<file path="config.mk">
export PLATFORM = sky130hd
export DESIGN_NAME = del_engine_ctrl
export DESIGN_NICKNAME = d
export VERILOG_FILES = /design/src/hw/del_pkg.sv /design/src/hw/del_db_conv.sv /design/src/hw/del_engine_ctrl.sv
export SDC_FILE = /design/constraint.sdc
export NUM_CORES = 1
export LEC_CHECK = 0
export ABC_CLOCK_PERIOD_IN_PS = 8000
export CAP_MARGIN = 20
export CORE_AREA = 2 2 99 101
export DETAILED_ROUTE_END_ITERATION = 6
export DIE_AREA = 0 0 101 103
export DONT_BUFFER_PORTS = 1
export PLACE_DENSITY = 0.75
export SYNTH_ARGS = -nofsm -noshare
export SYNTH_HDL_FRONTEND = slang
export SYNTH_SLANG_ARGS = --single-unit
</file>
<file path="constraint.sdc">
create_clock -name ref_clk -period 8 [get_ports ref_clk]
set_input_delay 0.8 -clock ref_clk [delete_from_list [all_inputs] [get_ports ref_clk]]
set_output_delay 0.8 -clock ref_clk [all_outputs]
set_load 0.005 [all_outputs]
</file>
<file path="src/hw/del_pkg.sv">
// What this block does
// - Clearing limiter enable stops attack steps only; decay keeps running.
// - Limiter enable is bit 1; when clear, limiter steps use maximum gain.
// - Engine clock enable is bit 0; 0 stops the engine clock, 1 runs it.
// - Engine clock disabled blocks coefficient writes to 0x0E0..0x2BF.
// - Clock enable acts at once; software should use run control instead.
// - Engine control register at offset 0x000B resets to 0x03.
// - Engine writes to levels 0x000C and 0x000D become dB codes.
// - Code 0x00 is -96 dB, each 0x10 adds 6 dB, 0xFF is -0.375 dB.
// - Each level register is 8 bits, read-only, and resets to 0x00.
// - Run control starts and stops the engine only at program start.
package del_pkg;

  // ------------------------------------------------------------
  // Register map (register index, byte address is four times it)
  // ------------------------------------------------------------
  localparam int ADDR_W = 12;
  localparam int IDX_W = 10;
  localparam logic [IDX_W-1:0] REG_ENG_CTRL_IDX = 10'h00B;
  localparam logic [IDX_W-1:0] REG_LEVEL0_IDX = 10'h00C;
  localparam logic [IDX_W-1:0] REG_LEVEL1_IDX = 10'h00D;

  // ------------------------------------------------------------
  // Control fields and reset values
  // ------------------------------------------------------------
  localparam int CTRL_CLK_EN_BIT = 0;
  localparam int CTRL_LIMITER_ATTACK_ENABLE_BIT = 1;
  localparam logic [7:0] CTRL_RESET = 8'h03;
  localparam logic [7:0] CTRL_WR_MASK = 8'h03;
  localparam logic [7:0] LEVEL_RESET = 8'h00;
  localparam int LEVEL_NUM = 2;

  // ------------------------------------------------------------
  // Parameter memory biquad coefficient window
  // ------------------------------------------------------------
  localparam int PM_ADDR_W = 10;
  localparam int PM_DATA_W = 32;
  localparam logic [PM_ADDR_W-1:0] PM_BIQ_LO = 10'h0E0;
  localparam logic [PM_ADDR_W-1:0] PM_BIQ_HI = 10'h2BF;

  // ------------------------------------------------------------
  // Limiter gain and level conversion
  // ------------------------------------------------------------
  localparam int GAIN_W = 24;
  localparam logic [GAIN_W-1:0] LIM_MAX_GAIN = 24'h800000;
  localparam int LVL_W = 24;
  localparam int DB_FRAC_W = 4;
  localparam logic [4:0] DB_MIN_MSB = 5'h08;
  localparam logic [7:0] DB_CODE_FLOOR = 8'h00;

endpackage

</file>
<file path="src/hw/del_db_conv.sv">
`timescale 1ns/1ps
`default_nettype none
// Linear magnitude to 8-bit dB code, 0.375 dB per code step
module del_db_conv (
  input wire logic [del_pkg::LVL_W-1:0] mag,
  output logic [7:0] code
);
  import del_pkg::*;

  logic [4:0] msb;
  logic [LVL_W-1:0] norm;
  logic [DB_FRAC_W-1:0] frac;

  // ------------------------------------------------------------
  // Leading one search and mantissa
  // ------------------------------------------------------------
  // Octave from the leading one, four mantissa bits as fraction
  always_comb begin
    msb = 5'h00;
    for (int i = 0; i < LVL_W; i++) begin
      if (mag[i]) begin
        msb = 5'(i);
      end
    end
    norm = mag << (5'd23 - msb);
    frac = norm[LVL_W-2 -: DB_FRAC_W];
    if (msb < DB_MIN_MSB) begin
      code = DB_CODE_FLOOR;
    end else begin
      code = {4'(msb - DB_MIN_MSB), frac};
    end
  end

endmodule
`default_nettype wire

</file>
<file path="src/hw/del_engine_ctrl.sv">
// Decided for this implementation: the Avalon-MM slave port.
`timescale 1ns/1ps
`default_nettype none
module del_engine_ctrl (
  input wire logic ref_clk,
  input wire logic rst,
  // Avalon-MM slave
  input wire logic [del_pkg::ADDR_W-1:0] avs_address,
  input wire logic avs_read,
  input wire logic avs_write,
  input wire logic [31:0] avs_writedata,
  input wire logic [3:0] avs_byteenable,
  output logic [31:0] avs_readdata,
  output logic avs_waitrequest,
  // Engine clock and run control
  input wire logic core_run,
  input wire logic prog_start,
  output logic engine_clk_en,
  output logic engine_run,
  // Limiter
  input wire logic lim_attack_req,
  input wire logic lim_decay_req,
  input wire logic [del_pkg::GAIN_W-1:0] lim_gain_in,
  output logic limiter_attack_enable,
  output logic lim_attack_go,
  output logic lim_decay_go,
  output logic [del_pkg::GAIN_W-1:0] lim_gain_out,
  // Engine writes to level registers
  input wire logic eng_lvl_wr,
  input wire logic eng_lvl_sel,
  input wire logic [del_pkg::LVL_W-1:0] eng_lvl_data,
  // Parameter memory write path
  input wire logic pm_in_wr,
  input wire logic [del_pkg::PM_ADDR_W-1:0] pm_in_addr,
  input wire logic [del_pkg::PM_DATA_W-1:0] pm_in_data,
  output logic pm_out_wr,
  output logic [del_pkg::PM_ADDR_W-1:0] pm_out_addr,
  output logic [del_pkg::PM_DATA_W-1:0] pm_out_data,
  output logic pm_out_blocked
);
  import del_pkg::*;

  // ------------------------------------------------------------
  // Declarations
  // ------------------------------------------------------------
  logic [7:0] ctrl_reg;
  logic [7:0] ctrl_next;
  logic [7:0] level_reg [LEVEL_NUM];
  logic wait_reg;
  logic [31:0] rdata_reg;
  logic [31:0] rdata_next;
  logic run_reg;
  logic clk_en_reg;
  logic limiter_attack_enable_reg;
  logic attack_go_reg;
  logic decay_go_reg;
  logic [GAIN_W-1:0] gain_reg;
  logic pm_wr_reg;
  logic [PM_ADDR_W-1:0] pm_addr_reg;
  logic [PM_DATA_W-1:0] pm_data_reg;
  logic pm_blk_reg;
  logic [7:0] conv_code;

  wire [IDX_W-1:0] bus_idx = avs_address[ADDR_W-1:2];
  wire bus_aligned = (avs_address[1:0] == 2'b00);
  wire bus_req = avs_read | avs_write;
  wire bus_take = bus_req & ~wait_reg;
  wire hit_ctrl = bus_aligned & (bus_idx == REG_ENG_CTRL_IDX);
  wire hit_lvl0 = bus_aligned & (bus_idx == REG_LEVEL0_IDX);
  wire hit_lvl1 = bus_aligned & (bus_idx == REG_LEVEL1_IDX);
  wire ctrl_wr = bus_take & avs_write & hit_ctrl & avs_byteenable[0];
  wire clk_en_bit = ctrl_reg[CTRL_CLK_EN_BIT];
  wire limiter_attack_enable_bit = ctrl_reg[CTRL_LIMITER_ATTACK_ENABLE_BIT];

  // ------------------------------------------------------------
  // Bus handshake and read decode
  // ------------------------------------------------------------
  // Every request answers on the second edge; unmapped reads give zero
  assign rdata_next = hit_ctrl ? {24'h000000, ctrl_reg} :
                      hit_lvl0 ? {24'h000000, level_reg[0]} :
                      hit_lvl1 ? {24'h000000, level_reg[1]} :
                      32'h00000000;

  // Only reserved-free bits of the control byte are writable
  assign ctrl_next = (ctrl_reg & ~CTRL_WR_MASK) |
                     (avs_writedata[7:0] & CTRL_WR_MASK);

  // Wait state drops for exactly one cycle per request
  always_ff @(posedge ref_clk) begin
    if (rst) begin
      wait_reg <= 1'b1;
      rdata_reg <= 32'h00000000;
    end else begin
      wait_reg <= ~(bus_req & wait_reg);
      if (avs_read & wait_reg) begin
        rdata_reg <= rdata_next;
      end
    end
  end

  // ------------------------------------------------------------
  // Engine control register
  // ------------------------------------------------------------
  // Host write lands on the edge at which waitrequest is sampled low
  always_ff @(posedge ref_clk) begin
    if (rst) begin
      ctrl_reg <= CTRL_RESET;
    end else if (ctrl_wr) begin
      ctrl_reg <= ctrl_next;
    end
  end

  // Enable mirrors take the written value on the write edge
  wire clk_en_next = ctrl_wr ? ctrl_next[CTRL_CLK_EN_BIT] : clk_en_bit;
  wire limiter_attack_enable_next = ctrl_wr ? ctrl_next[CTRL_LIMITER_ATTACK_ENABLE_BIT] : limiter_attack_enable_bit;

  // Clock enable follows the bit immediately, even mid program
  always_ff @(posedge ref_clk) begin
    if (rst) begin
      clk_en_reg <= CTRL_RESET[CTRL_CLK_EN_BIT];
      limiter_attack_enable_reg <= CTRL_RESET[CTRL_LIMITER_ATTACK_ENABLE_BIT];
    end else begin
      clk_en_reg <= clk_en_next;
      limiter_attack_enable_reg <= limiter_attack_enable_next;
    end
  end

  // ------------------------------------------------------------
  // Run control
  // ------------------------------------------------------------
  // Run level is sampled only at the start of a program pass
  always_ff @(posedge ref_clk) begin
    if (rst) begin
      run_reg <= 1'b0;
    end else if (prog_start) begin
      run_reg <= core_run;
    end
  end

  // ------------------------------------------------------------
  // Limiter gating
  // ------------------------------------------------------------
  // Attack needs the enable, decay never waits for it
  always_ff @(posedge ref_clk) begin
    if (rst) begin
      attack_go_reg <= 1'b0;
      decay_go_reg <= 1'b0;
      gain_reg <= LIM_MAX_GAIN;
    end else begin
      attack_go_reg <= lim_attack_req & limiter_attack_enable_bit;
      decay_go_reg <= lim_decay_req;
      gain_reg <= limiter_attack_enable_bit ? lim_gain_in : LIM_MAX_GAIN;
    end
  end

  // ------------------------------------------------------------
  // Parameter memory write gate
  // ------------------------------------------------------------
  wire pm_in_biq = (pm_in_addr >= PM_BIQ_LO) & (pm_in_addr <= PM_BIQ_HI);
  wire pm_block = pm_in_wr & pm_in_biq & ~clk_en_bit;

  // Coefficient writes pass only while the engine clock runs
  always_ff @(posedge ref_clk) begin
    if (rst) begin
      pm_wr_reg <= 1'b0;
      pm_blk_reg <= 1'b0;
      pm_addr_reg <= '0;
      pm_data_reg <= '0;
    end else begin
      pm_wr_reg <= pm_in_wr & ~pm_block;
      pm_blk_reg <= pm_block;
      if (pm_in_wr) begin
        pm_addr_reg <= pm_in_addr;
        pm_data_reg <= pm_in_data;
      end
    end
  end

  // ------------------------------------------------------------
  // Level registers
  // ------------------------------------------------------------
  del_db_conv u_conv (
    .mag(eng_lvl_data),
    .code(conv_code)
  );

  // Only the engine loads a level; host writes never reach here
  for (genvar g = 0; g < LEVEL_NUM; g++) begin : g_level
    wire load = eng_lvl_wr & (eng_lvl_sel == 1'(g));
    always_ff @(posedge ref_clk) begin
      if (rst) begin
        level_reg[g] <= LEVEL_RESET;
      end else if (load) begin
        level_reg[g] <= conv_code;
      end
    end
  end

  // ------------------------------------------------------------
  // Outputs
  // ------------------------------------------------------------
  assign avs_readdata = rdata_reg;
  assign avs_waitrequest = wait_reg;
  assign engine_clk_en = clk_en_reg;
  assign engine_run = run_reg;
  assign limiter_attack_enable = limiter_attack_enable_reg;
  assign lim_attack_go = attack_go_reg;
  assign lim_decay_go = decay_go_reg;
  assign lim_gain_out = gain_reg;
  assign pm_out_wr = pm_wr_reg;
  assign pm_out_addr = pm_addr_reg;
  assign pm_out_data = pm_data_reg;
  assign pm_out_blocked = pm_blk_reg;

  wire lvl_host_wr = bus_take & avs_write & (hit_lvl0 | hit_lvl1);
endmodule
`default_nettype wire

</file>
==> metrics.md <==
| Metric | Value |
|---|---|
| Drt total wl | `11.4 mm` |
| Max Cap Violations | `0` |
| Minimum clock period | `3370 ps` |
| Share of the synthesized area in the top cell type | `34.4%` |
| Chip width | `101 um` |
| Hold Buf Count CTS | `0` |
| Initial Util | `51.7%` |
| Setup tns final | `0 ps` |
| DP HPWL | `8.74 mm` |
| Synth cell types | `66` |
| Antenna cells | `0` |
| H-Tree Depth | `3` |
| CTS tree | `done` |
| Layout Nets | `650` |
| HP Class | `reg2reg` |
| Worst Path Max Fanout | `12` |
| Syn Inst Count | `520` |
| Prevailing post-synth register cell | `dfxtp_1` |
| Top cells by area, synth | `dfxtp_1 34%, mux2i_1 12%, edfxtp_1 9.8%, nor2_1 6.5%, buf_4 4.0%` |
| PD cells | `194 nW/um2` |
| Final Setup Violations | `0` |
| Inserted Clock Buffers | `9` |
| Number of fill cells | `852` |
| Post-Syn Area | `slightly below 5000 um2` |
| Gr ovfl total | `0` |
| Fin crit share | `42.1%` |
| DR iter-0 viols | `156` |
| Final hold vios | `0` |
| Core ar. | `9460 um2` |
| Largest net degree at the start of global routing | `56` |
| Post-synth ARST share | `0%` |
| YS warnings | `0` |
| Critical path startpoint category | `primary input` |
| WP data required | `8090 ps` |
| Total number of vias | `3702` |
| Crit end category | `flip-flop` |
| Clock latency at the later pin of the worst-skew pair | `~350 ps` |
| Setup Buffers After CTS | `0` |
| RSZ-0062 raised after global routing | `false` |
| Slew at the pin with the worst max-slew slack | `1050 ps` |
| Design area | `4980 um2` |
| Drt wl/cell | `18.4 um` |
| Post-synthesis sequential area ratio | `44.3%` |
| Post-Syn Area per Cell | `between 9 and 10 um2` |
| Worst IR Drop VDD | `0.0000881 V` |
| Detail Route Antenna Nets | `0` |
| Reg area | `2160 um2` |
| Number of global-route vias before repair | `3389` |
| First-pass GRT wire length | `17.0 mm` |
| Fmax | `297 MHz` |
| Fraction of layout cells with a size suffix above 1 | `between 6 and 7%` |
| Die ar. | `10400 um2` |
| Worst-path clk slew | `~80 ps` |
| Worst slew margin | `30.0%` |
| Residual DRC count | `0` |
| Port-buffer cells | `0` |
| Cell at the root of the clock tree | `clkbuf_8` |
| CTS Sinks | `100` |
| Number of cell rows | `36` |
| Area grow syn2layout | `2.00%` |
| Final GP Congestion | `0.928` |
| Status | `finished clean` |
| Area of the multi-input gates | `2420 um2` |
| DRT Pass-1 Iters | `6` |
| Antenna violations before repair | `0` |
| Yosys top cell by area | `dfxtp_1` |
| Clock Tree Buf Depth | `2` |
| I/O pins | `255` |
| Leak | `about 2 nW` |
| Critical path class | `in2reg` |
| Post-synth EDFFs | `16` |
| Max FFs per register | `32` |
| WP data arrival | `3460 ps` |
| Die height | `103 um` |
| Synth Register Bits | `100` |
| Top cells by count, synth | `84 x dfxtp_1, 84 x nor2_1, 59 x mux2i_1` |
| Post-cts resize count | `0` |
| Placed cell area | `about 4800 um2` |
| Vias per inst | `between 5 and 6` |
| Fin Clk Skew | `4.80 ps` |
| All-layer global routing usage | `20.7%` |
| Slew Limit Fails | `0` |
==> report_power, final <==
part / switching [mW] / leakage [nW] / internal, mW / total, mW
sequential: 0.0191 / 0.857 / 0.542 / 0.561
clock: 0.159 / 0.101 / 0.145 / 0.304
combinational: 0.0555 / 1.08 / 0.0462 / 0.102
total: 0.233 / 2.04 / 0.733 / 0.966
==> cell families (layout without fill, tap and decap cells) <==
| logic type | after synthesis | after routing | share of synthesized area (%) |
|---|---|---|---|
| and+or+nand+nor | 183 | 183 | 17.9 |
| adders and majority gates | 2 | 2 | 0.512 |
| DFF | 100 | 100 | 44.3 |
| muxes | 62 | 62 | 12.9 |
| buffers and inverters | 71 | 32 | 7.89 |
| other | 1 | 24 | 0.0768 |
| AOI/OAI and AO/OA | 101 | 101 | 16.5 |
==> worst max-delay path: stages <==
cell and delay (ps):
or4_1 540, o21ba_1 220, o21ai_1 710, o221ai_1 280
a32o_1 360, a2111oi_2 420, nor3_1 110
==> layout make-up <==
cell class	count	share of cell area, %
Multi-Input combinational cell	372	48.7
Sequential cell	100	43.4
Tap cell	114	2.86
Clock buffer	10	2.56
Clock inverter	6	1.26
Inverter	15	1.13
Timing Repair Buffer	1	0.151
==> final timing paths <==
check             startpoint               end  slack, ps  cells after the start
max          eng_lvl_data[9]   level_reg[0][0]       4630                      7
min          avs_waitrequest   avs_waitrequest        500                      1
max reg2reg      ctrl_reg[1]  lim_gain_out[10]       6500                      2
min reg2reg  avs_waitrequest   avs_waitrequest        500                      1
==> per-stage QoR <==
step	power [mW]	hold WS [ps]	util, %	setup WS [ps]	cells
after floorplan	0.673	430	-	4710	543
after global placement	0.670	458	50.7	4300	602
after detailed placement	0.673	475	50.7	4300	602
after CTS	0.977	482	52.7	4670	618
after global routing	1.01	480	52.7	4500	618
final	0.966	499	52.7	4630	618
==> metal layers <==
metal | global-route usage [%] | up-vias | part of all wire, %
met5 | 0 | - | 0
met4 | 6.86 | 0 | 1.1
met3 | 5.76 | 9 | 9.8
met2 | 38.9 | 186 | 52
met1 | 22.5 | 1738 | 37
li1 | - | 1769 | -
==> cell usage in the layout, fill, tap and decap left out, types with 3 or more instances in the layout <==
master	Yosys	final
dfxtp_1	84	84
nor3_1	14	14
o211ai_1	8	8
a211oi_1	12	12
or4_1	3	3
o21a_1	3	3
a21o_1	6	6
a21oi_1	13	13
or3_1	4	4
o31ai_1	3	3
clkinv_2	0	3
clkbuf_8	0	9
and2_1	26	26
a31oi_1	5	5
nor2b_1	4	4
nand2_1	26	26
nor4_1	5	5
nor2_1	84	84
nand3_1	3	3
nand2b_1	4	4
a221oi_1	3	3
a22oi_1	9	9
inv_1	15	15
conb_1	1	24
mux2i_1	59	59
o21ai_0	5	5
edfxtp_1	16	16
(Power assumes the default switching activity.)
